**src/core/acbhp_pkg.sv**
```systemverilog
package acbhp_pkg;
    // ------------------------------------------------------------
    // Notes on behaviour
    // ------------------------------------------------------------
    // Notes on behaviour
    // [RULE_01] top two bits pick power and clock mode
    // [RULE_02] power-down keeps last requested clock mode
    // [RULE_03] external clock mode after reset
    // [RULE_04] bit 5 picks internal or external acquisition
    // [RULE_05] both acquisition modes under both clocks
    // [RULE_06] bit 4 picks single-ended or pseudo-differential
    // [RULE_07] bit 3 picks unipolar or bipolar range
    // [RULE_08] bits 2..0 are the channel address
    // [RULE_09] single-ended: channel n plus, common minus
    // [RULE_10] differential: pair by upper bits, low picks plus
    // [RULE_11] four-channel variant only addresses channels 0..3
    // [RULE_12] internal clock gives about 3.6 us conversion
    // [RULE_13] host ties clock pin when clock is internal
    // [RULE_14] host clock 100 kHz to 7.6 MHz
    // [RULE_15] chip-select high ignores strobes, bus released
    // [RULE_16] write with chip-select captures control byte
    // [RULE_17] straight binary unipolar, two's complement bipolar
    // [RULE_18] host holds select and read low to read
    // [RULE_19] upper select picks low byte or bits 9..8
    // [RULE_20] upper byte fills with zero or sign
    // [RULE_21] done low at finish, cleared by read or write
    // [RULE_22] conversion lasts exactly 13 conversion clocks
    // [RULE_23] internal acquisition is three clocks or 1 us
    // [RULE_24] second write ends external acquisition on rise
    // [RULE_25] drive bus only while select and read low

    // ------------------------------------------------------------
    // control byte fields
    // ------------------------------------------------------------
    localparam int CTL_PWR_HI_BIT  = 7;
    localparam int CTL_PWR_LO_BIT  = 6;
    localparam int CTL_ACQ_BIT     = 5;
    localparam int CTL_TOPO_BIT    = 4;
    localparam int CTL_POL_BIT     = 3;
    localparam int CTL_ADDR_MSB    = 2;
    localparam logic [7:0] CTL_RESET = 8'hC8; // external clock, normal, unipolar
    localparam logic       CLK_EXT_RESET = 1'b1;

    // ------------------------------------------------------------
    // timing
    // ------------------------------------------------------------
    localparam int  SYS_CLK_HZ         = 40_000_000;
    localparam real CONV_TIME_US       = 3.6;
    localparam real ACQ_TIME_US        = 1.0;
    localparam int  CONV_CYCLES        = 13;
    localparam int  ACQ_EXT_CYCLES     = 3;
    // conversion clock period so that 13 ticks make about 3.6 us
    localparam int  INT_TICK_SYS = int'($floor(CONV_TIME_US * SYS_CLK_HZ / 1.0e6 / CONV_CYCLES));
    localparam int  ACQ_INT_TICKS = int'($floor(ACQ_TIME_US * SYS_CLK_HZ / 1.0e6 / INT_TICK_SYS));

    typedef enum logic [1:0] {
        PWR_FULL_DOWN = 2'h0,
        PWR_STANDBY   = 2'h1,
        PWR_NORM_INT  = 2'h2,
        PWR_NORM_EXT  = 2'h3
    } acbhp_pwr_t;
endpackage

```
**src/core/acbhp_conv_if.sv**
```systemverilog
// ------------------------------------------------------------
// sequencer to result path bundle
// ------------------------------------------------------------
interface acbhp_conv_if;
    logic       tick;      // one conversion clock tick
    logic       start;     // begin acquisition
    logic       hold;      // end external acquisition
    logic       busy;      // acquisition or conversion running
    logic       done;      // conversion finished pulse

    modport seq (input tick, input start, input hold, output busy, output done);
    modport top (output tick, output start, output hold, input busy, input done);
endinterface

```
**src/core/acbhp_seq.sv**
```systemverilog
// ------------------------------------------------------------
// acquisition and 13-tick conversion sequencer
// ------------------------------------------------------------
module acbhp_seq
    import acbhp_pkg::*;
(
    input  wire logic  sys_clk,
    input  wire logic  arst_n,
    input  wire logic  ext_acq,
    input  wire logic  clk_internal,
    acbhp_conv_if.seq  cv
);
    typedef enum logic [1:0] {S_IDLE, S_ACQ, S_CONV} acbhp_seq_t;
    acbhp_seq_t state;
    logic [4:0] cnt;   // ticks in current phase

    wire [4:0] acq_len = clk_internal ? 5'(ACQ_INT_TICKS) : 5'(ACQ_EXT_CYCLES);

    // new write restarts acquisition, aborting any conversion, except that hold wins during acquisition
    always_ff @(posedge sys_clk or negedge arst_n)
    begin
        if (!arst_n)
        begin
            state   <= S_IDLE;
            cnt     <= 5'h00;
            cv.done <= 1'b0;
        end
        else
        begin
            cv.done <= 1'b0;
            if (cv.hold && state == S_ACQ)
            begin
                state <= S_CONV; // [RULE_24]
                cnt   <= 5'h00;
            end
            else if (cv.start)
            begin
                state <= S_ACQ;
                cnt   <= 5'h00;
            end
            else if (cv.tick)
            begin
                unique case (state)
                    S_IDLE: ;
                    S_ACQ:
                    begin
                        // internally timed acquisition ends by itself
                        if (!ext_acq && cnt == acq_len - 5'h01) // [RULE_23] [RULE_05]
                        begin
                            state <= S_CONV;
                            cnt   <= 5'h00;
                        end
                        else if (!ext_acq)
                            cnt <= cnt + 5'h01;
                    end
                    S_CONV:
                    begin
                        if (cnt == 5'(CONV_CYCLES - 1)) // [RULE_22]
                        begin
                            state   <= S_IDLE;
                            cv.done <= 1'b1;
                        end
                        else
                            cnt <= cnt + 5'h01;
                    end
                endcase
            end
        end
    end

    assign cv.busy = (state != S_IDLE);
endmodule

```
**src/core/acbhp_tick_gen.sv**
```systemverilog
// ------------------------------------------------------------
// internal conversion clock divider
// ------------------------------------------------------------
module acbhp_tick_gen
    import acbhp_pkg::*;
#(
    parameter int DIV = INT_TICK_SYS
)(
    input  wire logic sys_clk,
    input  wire logic arst_n,
    input  wire logic run,
    output logic      tick
);
    // the cycle counter below is sixteen bits wide
    if (DIV < 1 || DIV > 65536) $error("divider must be 1 to 65536");

    logic [15:0] cnt; // cycles since last tick
    wire         wrap = (cnt == 16'(DIV - 1));

    // free counter while enabled, restarted when idle
    always_ff @(posedge sys_clk or negedge arst_n)
    begin
        if (!arst_n)
            cnt <= 16'h0000;
        else if (!run || wrap)
            cnt <= 16'h0000;
        else
            cnt <= cnt + 16'h0001;
    end

    assign tick = run && wrap; // [RULE_12]
endmodule

```
**src/core/acbhp_top.sv**
```systemverilog
// ------------------------------------------------------------
// converter control byte and host port
// ------------------------------------------------------------
module acbhp_top
    import acbhp_pkg::*;
#(
    parameter int NUM_CH = 8 // 8 or 4 channel variant
)(
    input  wire logic       sys_clk,
    input  wire logic       arst_n,
    input  wire logic       cs_n,          // chip select
    input  wire logic       wr_n,          // write strobe
    input  wire logic       rd_n,          // read strobe
    input  wire logic       upper_byte_sel,
    input  wire logic       conv_clk,      // external conversion clock, sampled
    input  wire logic [9:0] sample_code,   // raw code from the analog core
    input  wire logic [7:0] data_in,
    output logic      [7:0] data_out,
    output logic      [7:0] data_oe_n,     // low while driving
    output logic            done_n,
    output logic            clk_internal,
    output logic            power_down,
    output logic            standby,
    output logic            ext_acq,
    output logic            single_ended,
    output logic            unipolar,
    output logic      [2:0] pos_channel,
    output logic      [2:0] neg_channel,
    output logic            neg_is_common,
    output logic            addr_fault
);
    if (NUM_CH != 8 && NUM_CH != 4) $error("channel count must be 4 or 8");

    // ------------------------------------------------------------
    // host strobes
    // ------------------------------------------------------------
    logic [7:0] conversion_control_byte; // last written control byte
    logic       wr_q;                    // delayed qualified write
    logic       rd_q;                    // delayed qualified read
    logic       cclk_q;                  // delayed external clock
    logic [9:0] result;                  // latched conversion result

    wire wr_act   = !cs_n && !wr_n;             // [RULE_15]
    wire rd_act   = !cs_n && !rd_n;             // [RULE_15]
    wire wr_rise  = wr_q && !wr_act;            // end of write pulse
    wire rd_fall  = rd_act && !rd_q;            // first cycle of read
    wire cclk_en  = !cs_n;                      // clock pin ignored while deselected [RULE_15]
    wire ext_tick = cclk_en && conv_clk && !cclk_q;

    // edge history of strobes
    always_ff @(posedge sys_clk or negedge arst_n)
    begin
        if (!arst_n)
        begin
            wr_q   <= 1'b0;
            rd_q   <= 1'b0;
            cclk_q <= 1'b0;
        end
        else
        begin
            wr_q   <= wr_act;
            rd_q   <= rd_act;
            cclk_q <= conv_clk;
        end
    end

    // ------------------------------------------------------------
    // control byte and clock mode
    // ------------------------------------------------------------
    // byte stored on the closing edge so data is settled
    always_ff @(posedge sys_clk or negedge arst_n)
    begin
        if (!arst_n)
        begin
            conversion_control_byte <= CTL_RESET;
            clk_internal            <= ~CLK_EXT_RESET; // [RULE_03]
        end
        else if (wr_rise)
        begin
            conversion_control_byte <= data_in; // [RULE_16]
            // power-down codes leave clock choice alone
            if (data_in[CTL_PWR_HI_BIT]) // [RULE_01] [RULE_02]
                clk_internal <= !data_in[CTL_PWR_LO_BIT];
        end
    end

    wire acbhp_pwr_t pwr = acbhp_pwr_t'(conversion_control_byte[CTL_PWR_HI_BIT:CTL_PWR_LO_BIT]);
    wire [2:0] addr = conversion_control_byte[CTL_ADDR_MSB:0]; // [RULE_08]

    assign power_down   = (pwr == PWR_FULL_DOWN); // [RULE_01]
    assign standby      = (pwr == PWR_STANDBY);
    assign ext_acq      = conversion_control_byte[CTL_ACQ_BIT];  // [RULE_04]
    assign single_ended = conversion_control_byte[CTL_TOPO_BIT]; // [RULE_06]
    assign unipolar     = conversion_control_byte[CTL_POL_BIT];  // [RULE_07]

    // ------------------------------------------------------------
    // multiplexer selection
    // ------------------------------------------------------------
    assign pos_channel   = addr;                                    // [RULE_09] [RULE_10]
    assign neg_channel   = single_ended ? addr : {addr[2:1], ~addr[0]}; // [RULE_10]
    assign neg_is_common = single_ended;                            // [RULE_09]
    // upper channels absent on the small variant
    assign addr_fault    = (NUM_CH == 4) && addr[2];                // [RULE_11]

    // ------------------------------------------------------------
    // sequencer
    // ------------------------------------------------------------
    acbhp_conv_if cv ();
    logic int_tick;

    acbhp_tick_gen #(.DIV(INT_TICK_SYS)) u_tick (
        .sys_clk (sys_clk),
        .arst_n  (arst_n),
        .run     (clk_internal && cv.busy),
        .tick    (int_tick)
    );

    // second write of an external acquisition ends it; any other write restarts unless it addresses an absent channel
    wire second_wr = wr_rise && ext_acq && !data_in[CTL_ACQ_BIT];
    // absent channels judged on the byte being written, not the stored one
    wire new_fault = (NUM_CH == 4) && data_in[CTL_ADDR_MSB];
    assign cv.tick  = clk_internal ? int_tick : ext_tick; // [RULE_12]
    assign cv.hold  = second_wr;                             // [RULE_24]
    // hold wins inside the sequencer while acquiring, so start may stand with it
    assign cv.start = wr_rise && !new_fault;                 // [RULE_11]

    acbhp_seq u_seq (
        .sys_clk      (sys_clk),
        .arst_n       (arst_n),
        .ext_acq      (ext_acq),
        .clk_internal (clk_internal),
        .cv           (cv)
    );

    // ------------------------------------------------------------
    // result and done flag
    // ------------------------------------------------------------
    // code from the core already carries the chosen coding
    always_ff @(posedge sys_clk or negedge arst_n)
    begin
        if (!arst_n)
            result <= 10'h000;
        else if (cv.done)
            result <= sample_code; // [RULE_17]
    end

    // done set wins over a read in the same cycle
    always_ff @(posedge sys_clk or negedge arst_n)
    begin
        if (!arst_n)
            done_n <= 1'b1;
        else if (cv.done)
            done_n <= 1'b0;        // [RULE_21]
        else if (rd_fall || wr_rise)
            done_n <= 1'b1;        // [RULE_21]
    end

    // ------------------------------------------------------------
    // read data path
    // ------------------------------------------------------------
    wire [7:0] fill     = unipolar ? 8'h00 : {8{result[9]}};            // [RULE_20]
    wire [7:0] rd_value = upper_byte_sel ? {fill[7:2], result[9:8]}     // [RULE_19]
                                         : result[7:0];

    always_ff @(posedge sys_clk or negedge arst_n)
    begin
        if (!arst_n)
            data_out <= 8'h00;
        else
            data_out <= rd_value;
    end

    // drivers follow strobes combinationally
    assign data_oe_n = rd_act ? 8'h00 : 8'hFF; // [RULE_25] [RULE_15]
endmodule

```
**config.mk**
```make
export PLATFORM = sky130hd
export DESIGN_NAME = acbhp_top
export DESIGN_NICKNAME = d
export VERILOG_FILES = /design/src/core/acbhp_pkg.sv /design/src/core/acbhp_conv_if.sv /design/src/core/acbhp_seq.sv /design/src/core/acbhp_tick_gen.sv /design/src/core/acbhp_top.sv
export SDC_FILE = /design/constraint.sdc
export NUM_CORES = 1
export LEC_CHECK = 0
export BUFFER_PORTS_ARGS = -buffer_cell sky130_fd_sc_hd__buf_2
export CORE_MARGIN = 2
export CORE_UTILIZATION = 40
export CTS_CLUSTER_SIZE = 12
export DETAILED_ROUTE_END_ITERATION = 16
export GPL_TIMING_DRIVEN = 0
export PLACE_DENSITY_LB_ADDON = 0.12
export RECOVER_POWER = 25
export SETUP_SLACK_MARGIN = 0.2
export SYNTH_ARGS = -nofsm -noshare
export SYNTH_HDL_FRONTEND = slang
export SYNTH_SLANG_ARGS = --single-unit
```
**constraint.sdc**
```tcl
create_clock -name sys_clk -period 3.5 [get_ports sys_clk]
set_clock_uncertainty 0.2 [all_clocks]
set_input_delay 1.05 -clock sys_clk [delete_from_list [all_inputs] [get_ports sys_clk]]
set_output_delay 1.05 -clock sys_clk [all_outputs]
set_load 0.02 [all_outputs]
```
# Yosys cells after proc, flatten, opt, wreduce, memory -nomap -nowiden
# Index checks and enable logic that the tools add are counted.
[totals]
output_inout_bits = 31
ff_bits = 55
[op_classes]
n_mux = 26
reduce_logical = 32
eq_ne = 10
n_addsub = 2
n_bitwise = 1
[ops]
columns = ["op", "count"]
rows = [
  ["$mux W5", 6],
  ["$mux W8", 3],
  ["$add A16 B1 Y16 const B", 1],
  ["$eq A16 B4 Y1 const B", 1],
  ["$mux W16", 1],
  ["$logic_and A1 B1 Y1", 12],
  ["$logic_not A1 Y1", 10],
  ["$mux W2", 5],
  ["$pmux W5 S2", 1],
  ["$mux W1", 9],
  ["$reduce_and A4 Y1", 2],
  ["$add A5 B1 Y5 const B", 1],
  ["$eq A5 B2 Y1 const B", 1],
  ["$eq A5 B4 Y1 const B", 1],
  ["$ne A5 B5 Y1 const B", 1],
  ["$eq A2 B1 Y1 const B", 2],
  ["$ne A4 B2 Y1 const B", 1],
  ["$ne A4 B3 Y1 const B", 1],
  ["$ne A4 B4 Y1 const B", 1],
  ["$pmux W2 S2", 1],
  ["$reduce_bool A2 Y1", 2],
  ["$reduce_bool A4 Y1", 1],
  ["$reduce_bool A3 Y1", 1],
  ["$eq A2 B2 Y1 const B", 1],
  ["other kinds (4)", 5],
]

# Logic depth before layout (Yosys ltp)
# Gate-level depths: netlist (run 1).
[depth]
ltp_word = 9
mapped_depth = 8
mapped_depth_nobuf = 7

# Cells and area by module
# Synthesis (run 1) repeated with hierarchy kept, for this count alone.
[hier_totals]
hier_cells = 241
hier_area_um2 = 2666.3
[modules_own_cells]
columns = ["module", "cells_per_inst", "n_inst", "area_each_um2"]
rows = [
  ["acbhp_top", 108, 1, 1320.0],
  ["acbhp_tick_gen", 84, 1, 829.5],
  ["acbhp_seq", 49, 1, 516.7],
]

# Worst setup path after synthesis (run 1)
# No wires, ideal clock.
[synth_timing]
kind = "input -> output"
from = "in cs_n"
to = "out data_oe_n[1]"
required_time_ps = 2250
setup_slack_ps = 611
cell_stages = 2
arrival_time_ps = 1639
n_path_buf = 1
cell_sequence = "or2_2 -> buf_4"
[synth_between]
elab_chain_cells = 3
[synth_rtl]
columns = ["item", "line_no", "rtl"]
rows = [
  ["from (decl)", "acbhp_top.sv:11", "input wire logic cs_n,"],
  ["$logic_not A1 Y1", "acbhp_top.sv:44", "wire rd_act = !cs_n && !rd_n;"],
  ["$logic_and A1 B1 Y1", "acbhp_top.sv:44", ""],
  ["$mux W8", "acbhp_top.sv:174", "assign data_oe_n = rd_act ? 8'h00 : 8'hFF;"],
  ["to (decl)", "acbhp_top.sv:19", "output logic [7:0] data_oe_n,"],
]
# No other way between the ends.

# Final worst setup path (run 1)
[layout_timing]
from = "in cs_n"
to = "out data_oe_n[2]"
# Same word-level chain as after synthesis.

==> impl_metrics.csv, run 1 <==
group,metric,value,unit
layout,final_cell_mix,"buf_2 (52), dfrtp_1 (51), nand2_1 (40)",
sta,finalMaxSlewViolations,0,
route,antenna_left,0,
route,detail_route.vias_per_cell,4.87,
worst_setup_path,critPathTopFamily,"buffers and inverters",
yosys,synth_area,0.00261,mm²
yosys,ys_types,49,
global_route,antenna_found_initial,0,
clocking,numCtsBuffers,5,
die,core,0.00635,mm²
layout,fin_nets,350,
power,power.density,435,mW/mm²
yosys,async_flop_share,100,%
yosys,synth-seq-cells,55,
power,power.share.combinational,19.2,%
clocking,cts_htree_levels,2,
yosys,yosysWarnings,0,
clocking,hold_buffers,0,
die,initial_core_util,41.1,%
die,dieArea,0.00719,mm²
power,peakVddDrop,0.259,mV
global_route,grt-ovfl-total,0,
clocking,cts_tree,"yes",
clocking,ctsResizeCount,0,
layout,final_common_cell,"buf_2",
sta,worstMarginPinSlew,985,ps
sta,rsz0062_at_grt,"no",
clocking,postCtsSetupBuffers,0,
global_route,grt_use_total,15.7,%
worst_setup_path,crit_chain,"clkbuf_1 -> or2_2 -> buf_4 -> buf_2",
route,drc,0,
die,fp.dieW,84.8,µm
worst_setup_path,critPathMaxFanout,10,
sta,max_slew_margin,34.3,%
clocking,root_buffer,"clkbuf_8",
sta,hold_viol,0,
sta,fin_crit_sh,89.3,%
clocking,clk_pin_slew,100,ps
global_route,grt_start_max_net_pins,56,
power,pwr-share-seq,54.0,%
place,gp_congestion,0.797,
power,p_int,0.000930,W
yosys,synth_nets,289,
route,wirelength,5.06,mm
yosys,synthFlopType,"dfrtp_1",
yosys,synth-edff-count,0,
worst_setup_path,worstSetupPathType,"in -> out",
power,p_sw,0.000402,W
layout,fin_cells,398,
power,switching_share,30.2,%
worst_setup_path,cpMaxStageDelayCell,"or2_2",
yosys,synth_area_leaders,"dfrtp_1 (49%), nand2_1 (5.7%), buf_4 (4.0%), dfstp_2 (4.0%), o21ai_0 (3.1%)",
sta,post-route-min-period,3130,ps
layout,layout-drive-gt1-share,29.0,%
place,dp_hpwl,3.61,mm
route,drt_iter0_markers,81,
layout,synthToLayoutAreaGrowth,17.3,%
global_route,grt_pass1_vias,1921,
worst_setup_path,arrival,1880,ps
outcome,status,"finished clean",
route,wl_per_cell,12.7,µm
power,power.share.clock,26.8,%
worst_setup_path,start_kind,"primary input",
layout,antennaDiodeCount,0,
worst_hold_path,hold_class,"reg -> reg",
die,ioPinCount,56,
worst_setup_path,cp.buffers_inverters,3,
global_route,grt_pass1_wl,9.12,mm
clocking,clockBufferDepth,2,
die,rows,29,
worst_setup_path,cp-end-kind,"output port",
place,io_buffers,53,
place,dp.cells,389,
flow_run,maxCapViolations,0,
sta,fin_tns_setup,0,ps
clocking,cts_num_sinks,55,
sta,timing.hold.ws,273,ps
die,dieHeight,84.8,µm
power,p_leak,1.45,nW
worst_setup_path,slowest_delay,400,ps
layout,fill_cells,614,
sta,setup_viol,0,
layout,utilization,48.3,%
yosys,avgSynthCellArea,10.1,µm²
worst_setup_path,cp.required,2250,ps
sta,clock.fmax,320,MHz
yosys,synthCells,259,
route,firstDrtPassIters,4,
clocking,insertion_delay,310,ps
yosys,synth_area_leader_cell,"dfrtp_1",
yosys,ys_seq_area_share,52.9,%
yosys,synth_top_area_share,48.9,%
route,dr_total_vias,1940,
[worst reg2reg max path: cells and delay by family, from the launching register on]
kind,cells,cell delay [ps]
buffers and inverters,3,640
flip-flops,1,450
adder cells (fa/ha/maj),1,130
AND/OR/NAND/NOR,4,710
[cells in the mapped netlist, types with 6 or more instances]
| cell type | instances |
|---|---|
| mux2_2 | 6 |
| dfrtp_1 | 51 |
| buf_4 | 14 |
| nand3_1 | 6 |
| clkbuf_1 | 6 |
| o21ai_0 | 16 |
| nor4_1 | 6 |
| nor2_1 | 21 |
| xor2_1 | 7 |
| xnor2_1 | 7 |
| inv_1 | 11 |
| nand2_1 | 40 |
[through the flow]
stage,worst slack (ps),cell area [µm²],total power (W)
floorplan,611,2610,0.000899
global placement,394,2970,0.000990
detailed placement,374,2970,0.000992
CTS,375,3060,0.00136
global route,324,3060,0.00141
finish,373,3060,0.00133
[cells by family (layout without fill, tap and decap cells)]
logic type	Yosys count	count (layout)	share of synthesized area (%)
other	1	1	0.144
AND/OR/NAND/NOR	110	110	21.7
AO/OA/AOI/OAI	33	33	7.95
adder cells (fa/ha/maj)	5	5	2.39
flip-flops	55	55	52.9
XOR/XNOR	14	14	4.69
multiplexers	7	7	2.97
buffers and inverters	34	96	7.23
[state kept, by name, indices dropped and copies added (netlist names)]
name	count
result	10
cclk_q	1
clk_internal	1
data_out	8
u_seq.cv.done	1
conversion_control_byte	8
done_n	1
rd_q	1
u_tick.cnt	16
wr_q	1
u_seq.cnt	5
u_seq.state	2
[cell type report]
| type | count | area, µm² | area share [%] |
|---|---|---|---|
| Clock buffer | 5 | 68.8 | 2.25 |
| Sequential cell | 55 | 1380 | 45.1 |
| Inverter | 11 | 41.3 | 1.35 |
| Clock inverter | 3 | 18.8 | 0.612 |
| Multi-Input combinational cell | 170 | 1040 | 34.0 |
| Timing Repair Buffer | 54 | 268 | 8.74 |
| Buffer | 23 | 148 | 4.82 |
| Tap cell | 77 | 96.3 | 3.14 |
[worst paths after layout]
check                                                start                          to  slack (ps)  cells past startpoint
max in group asynchronous                           arst_n              u_seq.state[1]        1060                      2
min in group asynchronous                           arst_n              u_tick.cnt[14]         600                      1
worst min-delay path            conversion_control_byte[6]  conversion_control_byte[6]         270                      2
worst max-delay path                                  cs_n                data_oe_n[2]         370                      4
worst min register to register  conversion_control_byte[6]  conversion_control_byte[6]         270                      2
worst max register to register               u_tick.cnt[0]               u_tick.cnt[7]        1270                      8
[power by group through the flow]
| stage | Combinational (W) | Sequential [W] | Clock, W |
|---|---|---|---|
| after floorplan | 0.000156 | 0.000744 | 0 |
| after global placement | 0.000258 | 0.000732 | 0 |
| after detailed placement | 0.000260 | 0.000732 | 0 |
| after CTS | 0.000261 | 0.000720 | 0.000376 |
| after global routing | 0.000286 | 0.000728 | 0.000396 |
| final | 0.000256 | 0.000719 | 0.000356 |
[metal layers]
layer  GRT usage (%)  vias to the layer above  share of wire [%]
li1                -                      985                  -
met3            3.50                        7                4.6
met5               0                        -                  0
met2            24.7                       45                 47
met1            21.5                      903                 47
met4            5.48                        0                1.5
No activity file was read; power rests on OpenSTA's default activity.
==> run 2: changes to the inputs <==
--- a/config.mk
+++ b/config.mk
@@ -7,11 +7,10 @@
 export LEC_CHECK = 0
 export BUFFER_PORTS_ARGS = -buffer_cell sky130_fd_sc_hd__buf_2
 export CORE_MARGIN = 2
-export CORE_UTILIZATION = 40
+export CORE_UTILIZATION = 25
 export CTS_CLUSTER_SIZE = 12
 export DETAILED_ROUTE_END_ITERATION = 16
-export GPL_TIMING_DRIVEN = 0
-export PLACE_DENSITY_LB_ADDON = 0.12
+export PLACE_DENSITY = 0.47
 export RECOVER_POWER = 25
 export SETUP_SLACK_MARGIN = 0.2
 export SYNTH_ARGS = -nofsm -noshare
==> run 2 against run 1 <==
Net effect:
- power is 1.3% lower
- first-iteration DRC count grew 16%
- worst setup slack better by 77 ps
- cell count up 9.8%
- utilization decreased by 19 points
- fmax increased by 2.5%
- sequential share of layout area grew 0.75 points
- via count fell by 2.6%
- sequential cell count did not move
- die area rose by 57%
- critical path type unchanged
- critical endpoint is now data_oe_n[5]
- largest cell class unchanged
==> impl_metrics.csv, run 2 (same netlist as run 1, synthesis figures left out) <==
group,metric,value,unit
route,detail_route.vias_per_cell,4.32,
layout,layout-drive-gt1-share,25.9,%
worst_setup_path,cp.required,2250,ps
place,io_buffers,54,
layout,regMostFlops,"u_tick.cnt",
layout,fin_cells,437,
sta,clock.fmax,328,MHz
layout,synthToLayoutAreaGrowth,15.4,%
sta,fin_tns_setup,0,ps
flow_run,maxCapViolations,0,
layout,ff_latch_area,0.00138,mm²
sta,max_slew_margin,8.36,%
clocking,hold_buffers,0,
worst_setup_path,crit_chain,"clkbuf_1 -> or2_0 -> buf_2",
worst_hold_path,min_from,"conversion_control_byte[6]",
clocking,clk_pin_slew,100,ps
layout,largest_reg_flops,16,
worst_setup_path,worstSetupPathType,"in -> out",
power,p_leak,1.36,nW
sta,finalMaxSlewViolations,0,
clocking,clockBufferDepth,2,
worst_setup_path,slowest_delay,350,ps
worst_setup_path,critPathMaxFanout,10,
place,dpl_cell_area,0.00293,mm²
layout,finalInstanceArea,0.00301,mm²
place,dp_hpwl,3.64,mm
worst_hold_path,min_to,"conversion_control_byte[6]",
global_route,grt_start_max_net_pins,56,
worst_setup_path,reg2reg_slack,1250,ps
clocking,cts_tree,"yes",
global_route,grt_pass1_vias,1856,
sta,worstMarginPinSlew,1370,ps
global_route,grt_use_total,9.87,%
clocking,numCtsBuffers,5,
clocking,root_buffer,"clkbuf_8",
sta,hold_viol,0,
route,dr_total_vias,1889,
route,wirelength,5.28,mm
die,dieHeight,106,µm
die,fp.dieW,106,µm
layout,final_cell_mix,"dfrtp_1 (51), buf_2 (51), nand2_1 (40)",
route,drc,0,
global_route,grt-ovfl-total,0,
route,antenna_left,0,
route,firstDrtPassIters,4,
die,dieArea,0.0113,mm²
place,gp_congestion,0.752,
layout,fill_cells,1078,
route,wl_per_cell,12.1,µm
sta,rsz0062_at_grt,"no",
clocking,postCtsSetupBuffers,0,
global_route,antenna_found_initial,0,
outcome,status,"finished clean",
worst_setup_path,rr_endpoint,"u_seq.cnt[4]",
worst_setup_path,arrival,1800,ps
worst_setup_path,r2r-start,"u_tick.cnt[0]",
worst_hold_path,hold_class,"reg -> reg",
clocking,insertion_delay,310,ps
die,ioPinCount,56,
place,dp.cells,429,
layout,top_regs,"u_tick.cnt (16), result (10)",
die,core,0.0102,mm²
die,initial_core_util,25.5,%
layout,multi_input_area,0.00104,mm²
power,power.density,436,mW/mm²
worst_setup_path,cp-end-kind,"output port",
route,drt_iter0_markers,94,
worst_hold_path,holdPathStages,2,
die,rows,37,
layout,antennaDiodeCount,0,
worst_setup_path,cpMaxStageDelayCell,"or2_0",
worst_setup_path,cp.buffers_inverters,2,
sta,fin_crit_sh,87.2,%
clocking,cts_num_sinks,55,
sta,setup_viol,0,
global_route,grt_pass1_wl,9.03,mm
power,peakVddDrop,0.194,mV
clocking,cts_htree_levels,2,
worst_setup_path,reg2reg_depth,7,
layout,fin_nets,330,
clocking,ctsResizeCount,0,
sta,post-route-min-period,3050,ps
worst_setup_path,start_kind,"primary input",
worst_setup_path,critPathTopFamily,"buffers and inverters",
-- run 2: cell types whose count changed in the layout (fill, tap and decap cells not counted) --
cell | previous run | this run
or2_0 | 0 | 1
clkinv_2 | 2 | 0
or2_2 | 1 | 0
clkinvlp_4 | 0 | 2
buf_2 | 52 | 51
buf_4 | 14 | 2
clkbuf_1 | 8 | 3
buf_6 | 1 | 0
buf_1 | 1 | 0
-- run 2: stage by stage --
| stage | util, % | setup slack (ps) | hold WS, ps | total power (W) |
|---|---|---|---|---|
| after floorplan | - | 611 | 244 | 0.000899 |
| after global placement | 28.6 | 544 | 255 | 0.000965 |
| after detailed placement | 28.6 | 528 | 261 | 0.000969 |
| after CTS | 29.5 | 529 | 276 | 0.00134 |
| after global routing | 29.5 | 343 | 291 | 0.00139 |
| final | 29.5 | 450 | 275 | 0.00131 |
-- run 2: cell type report --
cell class | instances | area share (%)
clock inverter | 3 | 0.789
sequential | 55 | 45.8
tap | 136 | 5.65
clock buffer | 5 | 2.28
multi-input combinational | 170 | 34.6
inverter | 11 | 1.37
timing repair buffer | 57 | 9.51
-- run 2: per-layer routing --
metal | part of all wire [%] | GRT usage [%]
met2 | 44 | 15.1
met3 | 5.3 | 2.39
met1 | 49 | 13.6
met4 | 1.4 | 3.38
met5 | 0 | 0
-- run 2: power by group --
| group | switching (W) | total [W] | internal [W] |
|---|---|---|---|
| clock network | 0.000220 | 0.000364 | 0.000144 |
| registers | 0.0000392 | 0.000722 | 0.000683 |
| logic | 0.000144 | 0.000228 | 0.0000837 |
-- run 2: worst max-delay path by stage --
stage | cells after the start | end | slack, ps | startpoint
5_1_grt | 3 | data_oe_n[5] | 340 | cs_n
2_1_floorplan | 2 | data_oe_n[1] | 610 | cs_n
3_3_place_gp | 3 | data_oe_n[6] | 540 | cs_n
4_1_cts | 3 | data_oe_n[5] | 530 | cs_n
3_5_place_dp | 3 | data_oe_n[5] | 530 | cs_n
6_report | 3 | data_oe_n[5] | 450 | cs_n
-- run 2: tightest hold or removal path: stages (launching register included) --
cell	delay (ps)
dfstp_2	390
nand2_1	50
nand2_1	40
